### config.mk
export PLATFORM = sky130hd
export DESIGN_NAME = mrd_top
export DESIGN_NICKNAME = d
export VERILOG_FILES = /design/src/verilog/mrd_pkg.sv /design/src/verilog/mrd_seq_if.sv /design/src/verilog/mrd_top.sv /design/src/verilog/mrd_coil_seq.sv
export SDC_FILE = /design/constraint.sdc
export NUM_CORES = 1
export LEC_CHECK = 0
export ABC_AREA = 1
export BUFFER_PORTS_ARGS = -buffer_cell sky130_fd_sc_hd__buf_2
export CAP_MARGIN = 20
export CORE_MARGIN = 2
export CORE_UTILIZATION = 55
export CTS_BUF_LIST = sky130_fd_sc_hd__clkbuf_8
export CTS_CLUSTER_DIAMETER = 50
export DETAILED_ROUTE_END_ITERATION = 8
export PLACE_DENSITY_LB_ADDON = 0.25
export SETUP_SLACK_MARGIN = 0.05
export SLEW_MARGIN = 0
export SYNTH_ARGS = -nofsm -noshare
export SYNTH_HDL_FRONTEND = slang
export SYNTH_SLANG_ARGS = --single-unit
export TNS_END_PERCENT = 10
### constraint.sdc
create_clock -name ref_clk -period 4.48 [get_ports ref_clk]
set_input_delay 0.672 -clock ref_clk [delete_from_list [all_inputs] [get_ports ref_clk]]
set_output_delay 0.672 -clock ref_clk [all_outputs]
set_load 0.03 [all_outputs]
### src/verilog/mrd_pkg.sv
package mrd_pkg;
    // register offsets on the 16-bit register port
    localparam logic [11:0] RELAY_LOW_OFF    = 12'h400;
    localparam logic [11:0] RELAY_HIGH_OFF   = 12'h402;
    localparam logic [11:0] DELAY_OFF        = 12'h410;
    localparam logic [11:0] SPDT_CMD_OFF     = 12'h412;
    localparam logic [11:0] SP6T_CMD_OFF     = 12'h414;
    localparam logic [11:0] CONFIG_OFF       = 12'h416;
    localparam logic [11:0] BUSY_OFF         = 12'h418;
    localparam logic [11:0] SPDT_RB_OFF      = 12'h41a;
    localparam logic [11:0] SP6T_RB_OFF      = 12'h41c;

    // switch population and field layout
    localparam int          SPDT_COUNT       = 6;
    localparam int          SP6T_COUNT       = 2;
    localparam int          SWITCH_COUNT     = 8;
    localparam int          POSITIONS        = 6;
    localparam int          SPDT_IDX_LSB     = 0;
    localparam int          SPDT_POS_BIT     = 3;
    localparam int          SP6T_SLOT_BIT    = 0;
    localparam int          SP6T_CHAN_LSB    = 1;

    // reset values
    localparam logic [15:0] RELAY_RESET      = 16'h0000;
    localparam logic [15:0] DELAY_RESET      = 16'h000a;
    localparam logic [1:0]  CONFIG_RESET     = 2'h0;

    // coil pulse time base: delay register counts whole microseconds
    localparam int          DELAY_UNIT_NS    = 1000;
    localparam int          CLK_PERIOD_NS    = 25;
    localparam int          UNIT_CYCLES      = DELAY_UNIT_NS / CLK_PERIOD_NS;
    localparam int          CNT_W            = 22;

    typedef enum logic [1:0] {MRD_IDLE, MRD_CLEAR, MRD_SET} mrd_state_t;

    // one coil line per position index, none for an out-of-range index
    function automatic logic [5:0] mrd_onehot(input logic [2:0] idx);
        logic [5:0] v;
        v = 6'h00;
        if (idx < 3'h6) begin
            v[idx] = 1'b1;
        end
        return v;
    endfunction : mrd_onehot
endpackage : mrd_pkg

### src/verilog/mrd_seq_if.sv
`timescale 1ns/1ps
interface mrd_seq_if;
    logic                             start;
    logic                             clr_first;
    logic [2:0]                       target;
    logic [mrd_pkg::CNT_W-1:0]        pulse_cycles;
    logic                             busy;
    logic [5:0]                       coil;
    logic                             clr_line;

    modport ctrl (output start, output clr_first, output target, output pulse_cycles,
                  input busy, input coil, input clr_line);
    modport seq  (input start, input clr_first, input target, input pulse_cycles,
                  output busy, output coil, output clr_line);
endinterface : mrd_seq_if

### src/verilog/mrd_top.sv
`timescale 1ns/1ps
module mrd_top (
    input  wire logic         ref_clk,
    input  wire logic         rst_b,
    input  wire logic [11:0]  reg_addr,
    input  wire logic         reg_wr,
    input  wire logic [15:0]  reg_wdata,
    output logic      [15:0]  reg_rdata,
    output logic      [31:0]  relay_drive,
    output logic      [11:0]  spdt_coil,
    output logic      [1:0]   sp6t_clear,
    output logic      [11:0]  sp6t_coil,
    input  wire logic [11:0]  spdt_position_readback,
    input  wire logic [11:0]  sp6t_position_readback
);
    // register state
    logic [15:0]                  relay_low;
    logic [15:0]                  relay_high;
    logic [15:0]                  next_relay_low;
    logic [15:0]                  next_relay_high;
    logic [15:0]                  delay;
    logic [15:0]                  next_delay;
    logic [1:0]                   fitted;
    logic [1:0]                   next_fitted;
    logic [15:0]                  next_rdata;
    // read-back synchroniser
    logic [23:0]                  rb_meta;
    logic [23:0]                  rb_sync;
    // per-switch command plumbing
    logic [mrd_pkg::CNT_W-1:0]    pulse_cycles;
    logic [7:0]                   start;
    logic [7:0]                   next_start;
    logic [2:0]                   tgt [8];
    logic [2:0]                   next_tgt [8];
    logic [7:0]                   busy;
    logic                         wr_spdt;
    logic                         wr_sp6t;

    // one command interface per switch: six two-way, then the two six-way slots
    mrd_seq_if sif [8] ();

    // write strobe qualified by one exact offset; a partial decode would alias
    function automatic logic wr_hit(input logic wr, input logic [11:0] addr, input logic [11:0] off);
        return wr && (addr == off);
    endfunction : wr_hit

    // a switch takes a command only with no pulse running and none pending
    function automatic logic idle_slot(input logic busy_now, input logic start_now);
        return !busy_now && !start_now;
    endfunction : idle_slot

    // relay words, delay and slot configuration writes
    // unmapped and read-only offsets fall through and are ignored
    always_comb begin
        next_relay_low  = relay_low;
        next_relay_high = relay_high;
        next_delay      = delay;
        next_fitted     = fitted;
        if (reg_wr) begin
            unique case (reg_addr)
                mrd_pkg::RELAY_LOW_OFF:  next_relay_low  = reg_wdata;
                mrd_pkg::RELAY_HIGH_OFF: next_relay_high = reg_wdata;
                mrd_pkg::DELAY_OFF:      next_delay      = reg_wdata;
                mrd_pkg::CONFIG_OFF:     next_fitted     = reg_wdata[1:0];
                default: begin
                end
            endcase
        end
    end

    // relay drive loads from next values, so it moves on the write edge
    // reset releases every relay channel; latching switches are left alone
    always_ff @(posedge ref_clk or negedge rst_b) begin
        if (!rst_b) begin
            relay_low   <= mrd_pkg::RELAY_RESET;
            relay_high  <= mrd_pkg::RELAY_RESET;
            delay       <= mrd_pkg::DELAY_RESET;
            fitted      <= mrd_pkg::CONFIG_RESET;
            relay_drive <= {mrd_pkg::RELAY_RESET, mrd_pkg::RELAY_RESET};
        end else begin
            relay_low   <= next_relay_low;
            relay_high  <= next_relay_high;
            delay       <= next_delay;
            fitted      <= next_fitted;
            relay_drive <= {next_relay_high, next_relay_low}; // 32 channels
        end
    end

    // a zero delay would wrap the counter into the longest pulse, so it counts as one unit
    // delay counts microseconds; a full 16-bit delay still fits the counter
    // each sequencer copies the length at start, so a mid-pulse delay write
    // only affects the pulses that follow it
    assign pulse_cycles = (delay == 16'h0000) ? 22'(mrd_pkg::UNIT_CYCLES)
                          : 22'(delay) * 22'(mrd_pkg::UNIT_CYCLES);

    // command strobes, one per switch family
    assign wr_spdt = wr_hit(reg_wr, reg_addr, mrd_pkg::SPDT_CMD_OFF);
    assign wr_sp6t = wr_hit(reg_wr, reg_addr, mrd_pkg::SP6T_CMD_OFF);

    // per-switch command decode; a command to a busy switch is dropped
    // dropping rather than queueing keeps each coil owned by one sequencer,
    // so software polls the busy word before the next command to a switch
    for (genvar g = 0; g < mrd_pkg::SWITCH_COUNT; g++) begin : g_sw
        if (g < mrd_pkg::SPDT_COUNT) begin : g_dec2
            logic idx_hit;

            // index field picks the switch, one bit picks the throw
            assign idx_hit = (reg_wdata[mrd_pkg::SPDT_IDX_LSB +: 3] == 3'(g));

            // start strobe and target for this two-way switch
            always_comb begin
                next_start[g] = 1'b0;
                next_tgt[g]   = tgt[g];
                if (wr_spdt && idle_slot(busy[g], start[g]) && idx_hit) begin
                    next_start[g] = 1'b1;
                    next_tgt[g]   = {2'h0, reg_wdata[mrd_pkg::SPDT_POS_BIT]};
                end
            end
        end else begin : g_dec6
            logic slot_hit;
            logic chan_ok;

            // absent slots and channel indices of six or more are ignored
            assign slot_hit = fitted[g - mrd_pkg::SPDT_COUNT] &&
                              (reg_wdata[mrd_pkg::SP6T_SLOT_BIT] == 1'(g - mrd_pkg::SPDT_COUNT));
            assign chan_ok  = (reg_wdata[mrd_pkg::SP6T_CHAN_LSB +: 3] < 3'(mrd_pkg::POSITIONS));

            // start strobe and target for this six-way slot
            always_comb begin
                next_start[g] = 1'b0;
                next_tgt[g]   = tgt[g];
                if (wr_sp6t && idle_slot(busy[g], start[g]) && slot_hit && chan_ok) begin
                    next_start[g] = 1'b1;
                    next_tgt[g]   = reg_wdata[mrd_pkg::SP6T_CHAN_LSB +: 3];
                end
            end
        end

        // start is a one-cycle strobe; tgt keeps the last accepted position
        always_ff @(posedge ref_clk or negedge rst_b) begin
            if (!rst_b) begin
                start[g] <= 1'b0;
                tgt[g]   <= 3'h0;
            end else begin
                start[g] <= next_start[g];
                tgt[g]   <= next_tgt[g];
            end
        end

        // every sequencer sees one shared length; only six-way slots clear first
        assign sif[g].start        = start[g];
        assign sif[g].target       = tgt[g];
        assign sif[g].pulse_cycles = pulse_cycles;
        assign sif[g].clr_first    = (g >= mrd_pkg::SPDT_COUNT);
        assign busy[g]             = sif[g].busy;

        // one pulse sequencer per switch, so switches run side by side
        mrd_coil_seq u_seq (
            .ref_clk (ref_clk),
            .rst_b   (rst_b),
            .sif     (sif[g])
        );

        // fixed slot-to-pin mapping
        // pins follow switch position, there is no remapping table
        if (g < mrd_pkg::SPDT_COUNT) begin : g_spdt
            assign spdt_coil[2*g +: 2] = sif[g].coil[1:0];
        end else begin : g_sp6t
            assign sp6t_coil[mrd_pkg::POSITIONS*(g-mrd_pkg::SPDT_COUNT) +: mrd_pkg::POSITIONS] = sif[g].coil;
            assign sp6t_clear[g - mrd_pkg::SPDT_COUNT] = sif[g].clr_line;
        end
    end

    // spare-contact read-back from the pins, two flops before use
    // contacts are asynchronous to the clock; nothing but rb_sync reads rb_meta
    always_ff @(posedge ref_clk or negedge rst_b) begin
        if (!rst_b) begin
            rb_meta <= 24'h000000;
            rb_sync <= 24'h000000;
        end else begin
            rb_meta <= {sp6t_position_readback, spdt_position_readback};
            rb_sync <= rb_meta;
        end
    end

    // read mux; status is live contact state, never a stored copy
    // unmapped offsets read zero; command words are write-only
    always_comb begin
        unique case (reg_addr)
            mrd_pkg::RELAY_LOW_OFF:  next_rdata = relay_low;
            mrd_pkg::RELAY_HIGH_OFF: next_rdata = relay_high;
            mrd_pkg::DELAY_OFF:      next_rdata = delay;
            mrd_pkg::CONFIG_OFF:     next_rdata = {14'h0000, fitted};
            mrd_pkg::BUSY_OFF:       next_rdata = {8'h00, busy};
            mrd_pkg::SPDT_RB_OFF:    next_rdata = {4'h0, rb_sync[11:0]};
            mrd_pkg::SP6T_RB_OFF:    next_rdata = {4'h0, rb_sync[23:12]};
            default:                 next_rdata = 16'h0000;
        endcase
    end

    // answer registered, one cycle after the address is sampled
    always_ff @(posedge ref_clk or negedge rst_b) begin
        if (!rst_b) begin
            reg_rdata <= 16'h0000;
        end else begin
            reg_rdata <= next_rdata;
        end
    end
endmodule : mrd_top

### src/verilog/mrd_coil_seq.sv
`timescale 1ns/1ps
module mrd_coil_seq (
    input  wire logic  ref_clk,
    input  wire logic  rst_b,
    mrd_seq_if.seq     sif
);
    mrd_pkg::mrd_state_t            state;
    mrd_pkg::mrd_state_t            next_state;
    logic [mrd_pkg::CNT_W-1:0]      cnt;
    logic [mrd_pkg::CNT_W-1:0]      next_cnt;
    logic [mrd_pkg::CNT_W-1:0]      len;
    logic [mrd_pkg::CNT_W-1:0]      next_len;
    logic [2:0]                     tgt;
    logic [2:0]                     next_tgt;
    logic [5:0]                     next_coil;
    logic                           next_clr;
    logic                           next_busy;

    // clear phase when clr_first is set, then set phase, each held for the programmed length
    always_comb begin
        next_state = state;
        next_cnt   = cnt;
        next_len   = len;
        next_tgt   = tgt;
        unique case (state)
            mrd_pkg::MRD_IDLE: begin
                // a repeat of the current channel is not filtered out
                if (sif.start) begin
                    next_tgt = sif.target;
                    next_len = sif.pulse_cycles;
                    next_cnt = sif.pulse_cycles;
                    next_state = sif.clr_first ? mrd_pkg::MRD_CLEAR : mrd_pkg::MRD_SET;
                end
            end
            mrd_pkg::MRD_CLEAR: begin
                if (cnt == 22'h000001) begin
                    next_cnt   = len;
                    next_state = mrd_pkg::MRD_SET;  // set only after clear ends
                end else begin
                    next_cnt = cnt - 22'h000001;
                end
            end
            mrd_pkg::MRD_SET: begin
                if (cnt == 22'h000001) begin
                    next_state = mrd_pkg::MRD_IDLE; // coil released after pulse
                end else begin
                    next_cnt = cnt - 22'h000001;
                end
            end
        endcase
        // outputs follow the next state so they line up with it exactly
        next_clr  = (next_state == mrd_pkg::MRD_CLEAR);
        next_coil = (next_state == mrd_pkg::MRD_SET) ? mrd_pkg::mrd_onehot(next_tgt) : 6'h00;
        next_busy = (next_state != mrd_pkg::MRD_IDLE);
    end

    // reset only idles the drives: no clear pulse on power loss
    always_ff @(posedge ref_clk or negedge rst_b) begin
        if (!rst_b) begin
            state        <= mrd_pkg::MRD_IDLE;
            cnt          <= 22'h000000;
            len          <= 22'h000000;
            tgt          <= 3'h0;
            sif.coil     <= 6'h00;
            sif.clr_line <= 1'b0;
            sif.busy     <= 1'b0;
        end else begin
            state        <= next_state;
            cnt          <= next_cnt;
            len          <= next_len;
            tgt          <= next_tgt;
            sif.coil     <= next_coil;
            sif.clr_line <= next_clr;
            sif.busy     <= next_busy;
        end
    end
endmodule : mrd_coil_seq

Word-level counts from Yosys, hierarchy flattened
Cells that the tools add are included.
Cells by class
  $add $sub $neg: 8
  $mul: 1
  order comparisons: 25
  eq/ne operators: 64
  muxes and demuxes: 126
  bitwise logic cells: 1
  reductions and logical operators: 90
Operators by type and width (count)
  22-bit 2-to-1 mux: 25
  22-bit one-hot mux with 3 select lines: 8
  22-bit by 1-bit equality test with 1-bit output (second input constant): 8
  22-bit by 1-bit subtractor with 22-bit output (second input constant): 8
  16-bit one-hot mux with 7 select lines: 1
  12-bit by 11-bit equality test with 1-bit output (second input constant): 9
  2-bit 2-to-1 mux: 36
  16-bit 2-to-1 mux: 4
  3-bit 2-to-1 mux: 16
  2-bit one-hot mux with 3 select lines: 8
  1-bit logical AND: 38
  2-bit AND reduction: 18
  2-bit equality test (second input constant): 16
  3-bit by 4-bit < comparator with 1-bit output (second input constant): 8
  2-bit inequality test (second input constant): 16
  3-bit < comparator (second input constant): 9
  1-bit demux with 3-bit select: 8
  3-bit by 1-bit >= comparator with 1-bit output (second input constant): 8
  6-bit 2-to-1 mux: 4
  2-bit by 1-bit equality test with 1-bit output (second input constant): 10
  16-bit by 3-bit multiplier with 19-bit output (second input constant): 1
  1-bit logical NOT: 16
  16-bit logical NOT: 1
  2-bit logical NOT: 8
  7 further kinds: 31
Word-level totals
  register bits after elaboration: 592
  input bits: 55
  output and inout bits: 74
  logic and storage cells: 389

Depth between registers and ports, before layout
Gate-level depths: netlist (run 1).
  depth after elaboration: 8
  depth in mapped cells: 14

Modules after synthesis
From an unflattened synthesis (run 1), not the netlist that was laid out.
Second synthesis, totals
  cells, all modules: 5070
  area, all modules: 35734.3 µm²
Modules (own cells, without submodules)
  mrd_coil_seq (g_sw[0].u_seq ...): times used 6, cells each 545, area each 3668.5 µm², seq. area each 1426.4 µm²
  mrd_top: times used 1, cells each 773, area each 6583.8 µm², seq. area each 3355.7 µm²
  mrd_coil_seq (g_sw[6].u_seq): times used 1, cells each 545, area each 3669.8 µm², seq. area each 1426.4 µm²
  mrd_coil_seq (g_sw[7].u_seq): times used 1, cells each 482, area each 3469.6 µm², seq. area each 1426.4 µm²

Worst setup path after synthesis (run 1)
OpenSTA, ideal clock, no wires.
  path kind: register to register
  from: register delay[1]
  to: register g_sw[7].u_seq.cnt[10] in the netlist's numbering
  data arrival time: 2.456 ns
  required time: 4.363 ns
  path slack: 1.908 ns
  cell stages (with the launch flop): 12
  buffers on the path: 1
  period minus slack after synthesis: 2.572 ns
  cell sequence: dfstp_2 -> ha_1 -> ha_1 -> fa_1 -> nand3_1 -> nand3_1 -> or2_2 -> nand3_1 -> buf_2 -> a21oi_1 -> nand2_1 -> nand2_1
Between the ends
  longest elaborated chain between the ends: 4
  elaborated cells between the ends (all ways): 5
  classes of those cells: mul: 1; mux: 3; reduce/logical: 1
RTL lines
  start: declaration: line mrd_top.sv:21  | logic [15:0] delay;
  start signal: assignment: line mrd_top.sv:77  | delay <= mrd_pkg::DELAY_RESET;
  start signal: assignment: line mrd_top.sv:83  | delay <= next_delay;
  16-bit by 3-bit multiplier with 19-bit output or 16-bit logical NOT (tied branches): line mrd_top.sv:94, mrd_top.sv:93
  22-bit 2-to-1 mux (*): line mrd_top.sv:93  | assign pulse_cycles = (delay == 16'h0000) ? 22'(mrd_pkg::UNIT_CYCLES)
  22-bit 2-to-1 mux (*): line mrd_coil_seq.sv:28  | if (sif.start) begin
  22-bit one-hot mux with 3 select lines (*): line mrd_coil_seq.sv:25  | unique case (state)
  end signal: assignment: line mrd_coil_seq.sv:69  | cnt <= next_cnt;
  end: declaration: line mrd_coil_seq.sv:9  | logic [mrd_pkg::CNT_W-1:0] cnt;
Mark *: on every way between the ends. The rest lies on a longest branch, timed or not. The select of a mux whose other input is x is not followed.
A chain may end at the register's enable or synchronous reset.

Final worst setup path (run 1)
  from: register delay[1]
  to: register g_sw[1].u_seq.cnt[18] in the netlist's numbering
Between the ends
  longest elaborated chain between the ends: 4
  elaborated cells between the ends (all ways): 5
  classes of those cells: mul: 1; mux: 3; reduce/logical: 1
RTL lines (line)
  16-bit by 3-bit multiplier with 19-bit output or 16-bit logical NOT (tied branches): mrd_top.sv:94, mrd_top.sv:93
  22-bit 2-to-1 mux (*): mrd_top.sv:93
  22-bit 2-to-1 mux (*): mrd_coil_seq.sv:28
  22-bit one-hot mux with 3 select lines (*): mrd_coil_seq.sv:25
  end signal: assignment: mrd_coil_seq.sv:69
  end: declaration: mrd_coil_seq.sv:9
Marked as above.

==> results.sh, run 1 <==
export IMPL_drtIter0Drc=2186
export IMPL_crit_path_top_delay_cell="nand3_1"
export IMPL_start_kind="flip-flop"
export IMPL_setup_viol=0
export IMPL_cts_max_path_buffers=3
export IMPL_fin_crit_ps=3322
export IMPL_powerDensity_mw_per_mm2=306.1
export IMPL_tightestPinTransition_ps=1043
export IMPL_row_count=84
export IMPL_ios=129
export IMPL_worstPathRequired_ps=5040
export IMPL_placed_cells=4613
export IMPL_fin_ws_ps=1158
export IMPL_ys_warn_count=0
export IMPL_initial_core_util_pct=55.37
export IMPL_ir_drop_uv=296.6
export IMPL_clock_sinks=536
export IMPL_overflow=0
export IMPL_p_leak_uw=0.01745
export IMPL_grt_max_degree=123
export IMPL_clk_pin_slew_worst_paths_ps=60
export IMPL_hold_violations=0
export IMPL_pre_cts_ws_ps=1214
export IMPL_postRouteAntennaNets=0
export IMPL_htree_levels=3
export IMPL_cts_inserted_buffers=90
export IMPL_via_count=25800
export IMPL_timing_fmax_mhz=301.1
export IMPL_slew_violations=0
export IMPL_clock_latency_ps=690
export IMPL_cp_common_cell="nand3_1"
export IMPL_finalWeightedCongestion=0.9569
export IMPL_arrival_ps=3880
export IMPL_finalNetCount=4144
export IMPL_grt_pass1_vias=24000
export IMPL_synthFlopType="dfrtp_1"
export IMPL_power_internal_uw=7495
export IMPL_first_pass_iters=6
export IMPL_netlist_area_mm2=0.02898
export IMPL_topRoutingLayerUsed="met4"
export IMPL_met1_length_mm=35.02
export IMPL_path_class="flip-flop to flip-flop"
export IMPL_cpPeakStageDelay_ps=640
export IMPL_clkPwrFrac_pct=47.3
export IMPL_fin_tns_setup_ps=0
export IMPL_postSynthAreaPerCell_um2=7.439
export IMPL_maxCapViolations=0
export IMPL_syn_inst=3896
export IMPL_synthArstFlopShare_pct=100.0
export IMPL_crit_family="simple AND/OR/NAND/NOR gates"
export IMPL_dpl_hpwl_mm=53.40
export IMPL_pwr_share_seq_pct=49.6
export IMPL_io_buffers=128
export IMPL_ys_ff_latch=536
export IMPL_drc=0
export IMPL_core_mm2=0.05234
export IMPL_endpoint_kind="flip-flop"
export IMPL_wl_per_cell_um=16.37
export IMPL_route_met3_wl_mm=5.899
export IMPL_pwr_share_comb_pct=3.1
export IMPL_synth_cell_types=47
export IMPL_cp_max_fo=12
export IMPL_synth_nets=4020
export IMPL_grt_pass1_wl_mm=126.9
export IMPL_mostFrequentLayoutCells="nand2_1, dfrtp_1, nor2_1, inv_1, o21ai_0"
export IMPL_finalCritPeriodShare_pct=74.14
export IMPL_routed_wl_mm=78.30
export IMPL_area_growth_pct=10.97
export IMPL_stdcell_count=4782
export IMPL_drive_above_1_share_pct=9.528
export IMPL_cts_tree="done"
export IMPL_cp_cell_sequence="ha_1 > ha_1 > fa_1 > nand3_1 > nand3_1 > nand3_1 > nand4_1 > nand3_1 > nand2_1 > nand3_1 > nand2_1"
export IMPL_ctsRootBufferMaster="clkbuf_8"
export IMPL_final_common_cell="nand2_1"
export IMPL_relSlewSlack_pct=30.39
export IMPL_viasPerCell=5.396
export IMPL_die_h_um=233.6
export IMPL_synth_edf_count=0
export IMPL_power_switching_share_pct=23.86
export IMPL_hp_class="input pin to flip-flop"
export IMPL_antenna_found_initial=3
export IMPL_die_area_mm2=0.05455
export IMPL_crit_buf_inv=0
export IMPL_wl_met2_mm=34.85
export IMPL_power_switching_uw=2349
export IMPL_hold_worst_slack_ps=83.29
export IMPL_die_w_um=233.6
export IMPL_fin_skew_ps=41.04
export IMPL_ys_seq_area_share_pct=46.29
export IMPL_rsz0062_at_grt="false"
export IMPL_grtUsageTotal_pct=29.25
export IMPL_outcome="complete, no violations"
power groups by stage:
stage / Combinational [uW] / Sequential, uW / Clock [uW]
2_1_floorplan: 124 / 4970 / 0
3_3_place_gp: 310 / 4970 / 0
3_5_place_dp: 313 / 4970 / 0
4_1_cts: 315 / 4880 / 4740
5_1_grt: 353 / 4880 / 4960
6_report: 309 / 4880 / 4650
sequential cells by signal, indices dropped and copies added (netlist names):
name	count
g_sw.u_seq.state	16
relay_high	15
delay	16
rb_meta	24
g_sw.u_seq.len	152
g_sw.u_seq.tgt	24
g_sw.u_seq.cnt	176
rb_sync	24
g_sw.u_seq.sif.busy	8
reg_rdata	16
relay_low	15
g_sw.u_seq.sif.clr_line	2
sif.start	8
fitted	2
relay_drive	2
sif.target	12
g_sw.u_seq.sif.coil	24
final timing paths:
check | start | endpoint | slack (ps) | cells past startpoint
worst max-delay path | delay[1] | g_sw[1].u_seq.cnt[18] | 1160 | 11
worst min-delay path | sp6t_position_readback[3] | rb_meta[15] | 80 | 1
worst max register to register | delay[1] | g_sw[1].u_seq.cnt[18] | 1160 | 11
worst min register to register | rb_meta[0] | rb_sync[0] | 350 | 0
max in group asynchronous | rst_b | rb_meta[19] | 2860 | 3
min in group asynchronous | rst_b | g_sw[4].u_seq.len[6] | 520 | 2
metal layers:
layer	vias to the layer above	track usage (%)
met1	12060	41.69
met3	147	5.408
li1	12740	-
met4	0	9.790
met5	-	0
met2	864	45.04
cells in the mapped netlist, types with 35 or more instances:
cell type / number / area, um^2
ha_1: 68 / 850.8
xnor2_1: 35 / 306.5
dfrtp_1: 534 / 13360
inv_1: 353 / 1325
a21oi_1: 176 / 880.8
nand4_1: 55 / 344.1
nor2_1: 407 / 1528
clkbuf_1: 76 / 285.3
nand2_1: 1241 / 4658
o21ai_0: 346 / 1732
nand3_1: 303 / 1516
buf_2: 38 / 190.2
xor2_1: 62 / 543.0
metrics by stage:
step,utilization (%),power [uW],cell area (um^2)
2_1_floorplan,-,5094,28980
3_3_place_gp,57.62,5278,30160
3_5_place_dp,57.65,5281,30170
4_1_cts,61.38,9936,32130
5_1_grt,61.45,10200,32160
6_report,61.45,9844,32160
timing repair:
item,CTS,global route
resized for setup,0,0
endpoints found under the setup margin,0,0
hold endpoints to repair,45,0
setup buffers,0,0
hold buffers,1,0
area by class of cell:
class	count	area, um^2
fill	4770	20180
multi-input combinational	2865	13570
sequential	536	13420
clock buffer	110	1514
inverter	361	1355
timing repair buffer	166	1016
tap	688	860.8
clock inverter	55	427.9
antenna	1	2.502
logic make-up after synthesis:
logic type	count (synthesis)	share of synthesized area, %
xor+xnor	97	2.931
simple gates	2120	30.49
flops	536	46.29
fa+ha+maj	69	3.005
buf+inv	495	6.912
compound gates	579	10.37
worst register-to-register path, delay by kind of cell (launching register included):
family | cells | cell delay, ps
flip-flops | 1 | 600
AND/OR/NAND/NOR | 8 | 1600
adder cells (fa/ha/maj) | 3 | 970
No activity file was read; power rests on OpenSTA's default activity.
==> run 2: changes to the inputs <==
--- a/config.mk
+++ b/config.mk
@@ -5,7 +5,7 @@
 export SDC_FILE = /design/constraint.sdc
 export NUM_CORES = 1
 export LEC_CHECK = 0
-export ABC_AREA = 1
+export ABC_AREA = 0
 export BUFFER_PORTS_ARGS = -buffer_cell sky130_fd_sc_hd__buf_2
 export CAP_MARGIN = 20
 export CORE_MARGIN = 2
==> constraint.sdc (replaced) <==
create_clock -name ref_clk -period 2.8 [get_ports ref_clk]
set_input_delay 0.42 -clock ref_clk [delete_from_list [all_inputs] [get_ports ref_clk]]
set_output_delay 0.42 -clock ref_clk [all_outputs]
set_load 0.03 [all_outputs]
==> results.sh, run 2 <==
export IMPL_maxCapViolations=0
export IMPL_synth_nets=2971
export IMPL_synthArstFlopShare_pct=100.0
export IMPL_mostFrequentLayoutCells="dfrtp_1, nand2_1, o21ai_0, buf_4, nor2_1"
export IMPL_grt_pass1_vias=23730
export IMPL_largestRegisters="g_sw.u_seq.cnt x176, g_sw.u_seq.len x152"
export IMPL_die_h_um=226.5
export IMPL_use_met3_pct=6.505
export IMPL_dpl_hpwl_mm=56.91
export IMPL_utilization_pct=67.32
export IMPL_ys_warn_count=0
export IMPL_fill_cells=3757
export IMPL_ys_ff_latch=536
export IMPL_synth_top_area_cell="dfrtp_1"
export IMPL_antenna_found_initial=5
export IMPL_viasPerCell=6.095
export IMPL_fin_tns_setup_ps=-65.63
export IMPL_fin_skew_ps=33.40
export IMPL_cts_tree="done"
export IMPL_clkPwrFrac_pct=27.3
export IMPL_finalWeightedCongestion=0.9656
export IMPL_worst_r2r_startpoint="g_sw[4].u_seq.cnt[13]"
export IMPL_rsz0062_at_grt="true"
export IMPL_synth_most_common_cell="dfrtp_1"
export IMPL_power_total_uw=25040
export IMPL_postSynthAreaPerCell_um2=9.564
export IMPL_hold_worst_slack_ps=43.82
export IMPL_cts_inserted_buffers=88
export IMPL_endpoint_kind="flip-flop"
export IMPL_relSlewSlack_pct=49.23
export IMPL_gr_max_usage_layer="met2"
export IMPL_synthTopCellsByCount="dfrtp_1, nand2_1, o21ai_0, nor2_1, clkbuf_1"
export IMPL_top_register="g_sw.u_seq.cnt"
export IMPL_grtUsageTotal_pct=32.81
export IMPL_core_mm2=0.04895
export IMPL_initial_core_util_pct=55.62
export IMPL_ios=129
export IMPL_tightestPinTransition_ps=760.7
export IMPL_timing_fmax_mhz=354.6
export IMPL_wl_per_cell_um=21.13
export IMPL_power_switching_uw=9342
export IMPL_violations="negative setup slack"
export IMPL_outcome="finished, violations left"
export IMPL_clk_pin_slew_worst_paths_ps=60
export IMPL_min_from="reg_wdata[8]"
export IMPL_start_kind="flip-flop"
export IMPL_htree_levels=3
export IMPL_netlist_area_leader_share_pct=49.08
export IMPL_timing_critical_path_from="g_sw[4].u_seq.cnt[13]"
export IMPL_die_area_mm2=0.05130
export IMPL_synth_edf_count=0
export IMPL_ys_seq_area_share_pct=49.27
export IMPL_via_count=23910
export IMPL_largest_reg_flops=176
export IMPL_ir_drop_uv=405.3
export IMPL_fin_crit_ps=2820
export IMPL_routed_wl_mm=82.87
export IMPL_finalNetCount=3320
export IMPL_cp_max_fo=5
export IMPL_pwr_share_comb_pct=34.6
export IMPL_first_pass_iters=7
export IMPL_powerDensity_mw_per_mm2=759.9
export IMPL_die_w_um=226.5
export IMPL_synth_cell_types=89
export IMPL_synth_area_leaders="dfrtp_1, o21ai_0, nand2_1"
export IMPL_syn_inst=2847
export IMPL_hp_class="input pin to flip-flop"
export IMPL_p_leak_uw=0.01554
export IMPL_use_met1_pct=43.73
export IMPL_row_count=81
export IMPL_cts_max_path_buffers=3
export IMPL_clock_sinks=536
export IMPL_netlist_area_mm2=0.02723
export IMPL_pre_cts_ws_ps=-152.9
export IMPL_clock_latency_ps=690
export IMPL_setup_viol=4
export IMPL_drive_above_1_share_pct=23.03
export IMPL_drtIter0Drc=2068
export IMPL_ctsRootBufferMaster="clkbuf_8"
export IMPL_power_internal_uw=15700
export IMPL_worstPathRequired_ps=3360
export IMPL_fin_ws_ps=-19.89
export IMPL_grt_pass1_wl_mm=130.5
export IMPL_postRouteAntennaNets=0
export IMPL_grt_max_degree=89
export IMPL_pwr_share_seq_pct=38.1
export IMPL_grtUsageMet2_pct=52.32
export IMPL_finalCritPeriodShare_pct=100.7
export IMPL_power_switching_share_pct=37.31
export IMPL_hold_violations=0
export IMPL_io_buffers=128
export IMPL_overflow=0
export IMPL_final_common_cell="dfrtp_1"
export IMPL_drc=0
export IMPL_synthFlopType="dfrtp_1"
export IMPL_arrival_ps=3380
export IMPL_slew_violations=0
export IMPL_area_growth_pct=21.03
export IMPL_path_class="flip-flop to flip-flop"
## run 2: power groups by stage
stage               combinational (uW)  clock, uW  sequential [uW]
global route                      9530       7310             9640
global placement                  7970          0             9580
floorplan                         5520          0             9470
CTS                               8370       6950             9500
finish                            8670       6840             9540
detailed placement                8210          0             9620
## run 2: path summary, 6_finish.rpt
path                            slack (ps)                     to  cells after the start
worst min register to register         350             rb_sync[7]                      0
max in group asynchronous             1470           sif[7].start                      3
worst max register to register         -20  g_sw[4].u_seq.cnt[10]                      8
min in group asynchronous              340  g_sw[2].u_seq.cnt[20]                      2
worst min-delay path                    40          relay_high[8]                      2
worst max-delay path                   -20  g_sw[4].u_seq.cnt[10]                      8
## run 2: what timing repair did
item / 4_1_cts / 5_1_grt
endpoints found under the hold margin: 94 / 0
resized for setup: 30 / 92
buffers inserted: 5 / 2
endpoints found under the setup margin: 101 / 162
pin swaps: 19 / 30
hold buffers: 31 / 0
## run 2: final cells by class
class / instances / area [um^2] / area share, %
inverter: 73 / 274.0 / 0.8315
timing repair buffer: 424 / 3298 / 10.01
antenna: 2 / 5.005 / 0.01519
tap: 664 / 830.8 / 2.521
clock inverter: 41 / 229.0 / 0.6948
clock buffer: 110 / 1514 / 4.594
multi-input combinational: 2073 / 13390 / 40.63
sequential: 536 / 13420 / 40.71
## run 2: logic make-up (layout without fill, tap and decap cells)
kind of cell    Yosys count  in the layout  share of synthesized area, %
simple gates            983            983                         17.61
compound gates          826            826                         19.39
flops                   536            536                         49.27
buf+inv                 238            648                         3.460
xor+xnor                103            103                         3.313
mux                      92             92                         3.759
fa+ha+maj                69             69                         3.198
other cells               0              2                             0
## run 2: worst max-delay path: stages, from the launching register on
cell,delay (ps)
dfrtp_1,390
or4_4,550
or4_4,490
or3_4,350
buf_4,160
a21oi_4,150
nor3_2,70
a211o_1,260
a32o_1,260
## run 2: routing by layer
layer	up-vias	share of wire (%)	wire length [um]
met5	-	0.016	13
met4	2	4.1	3422
met3	201	7.7	6397
met2	914	46	38450
met1	11750	42	34590
li1	11040	-	-
## run 2: per-stage QoR
step / std cells / cell area (um^2)
3_3_place_gp: 3731 / 30400
5_1_grt: 3922 / 32950
2_1_floorplan: 2847 / 27360
3_5_place_dp: 3732 / 30410
4_1_cts: 3919 / 32630
6_report: 3923 / 32960
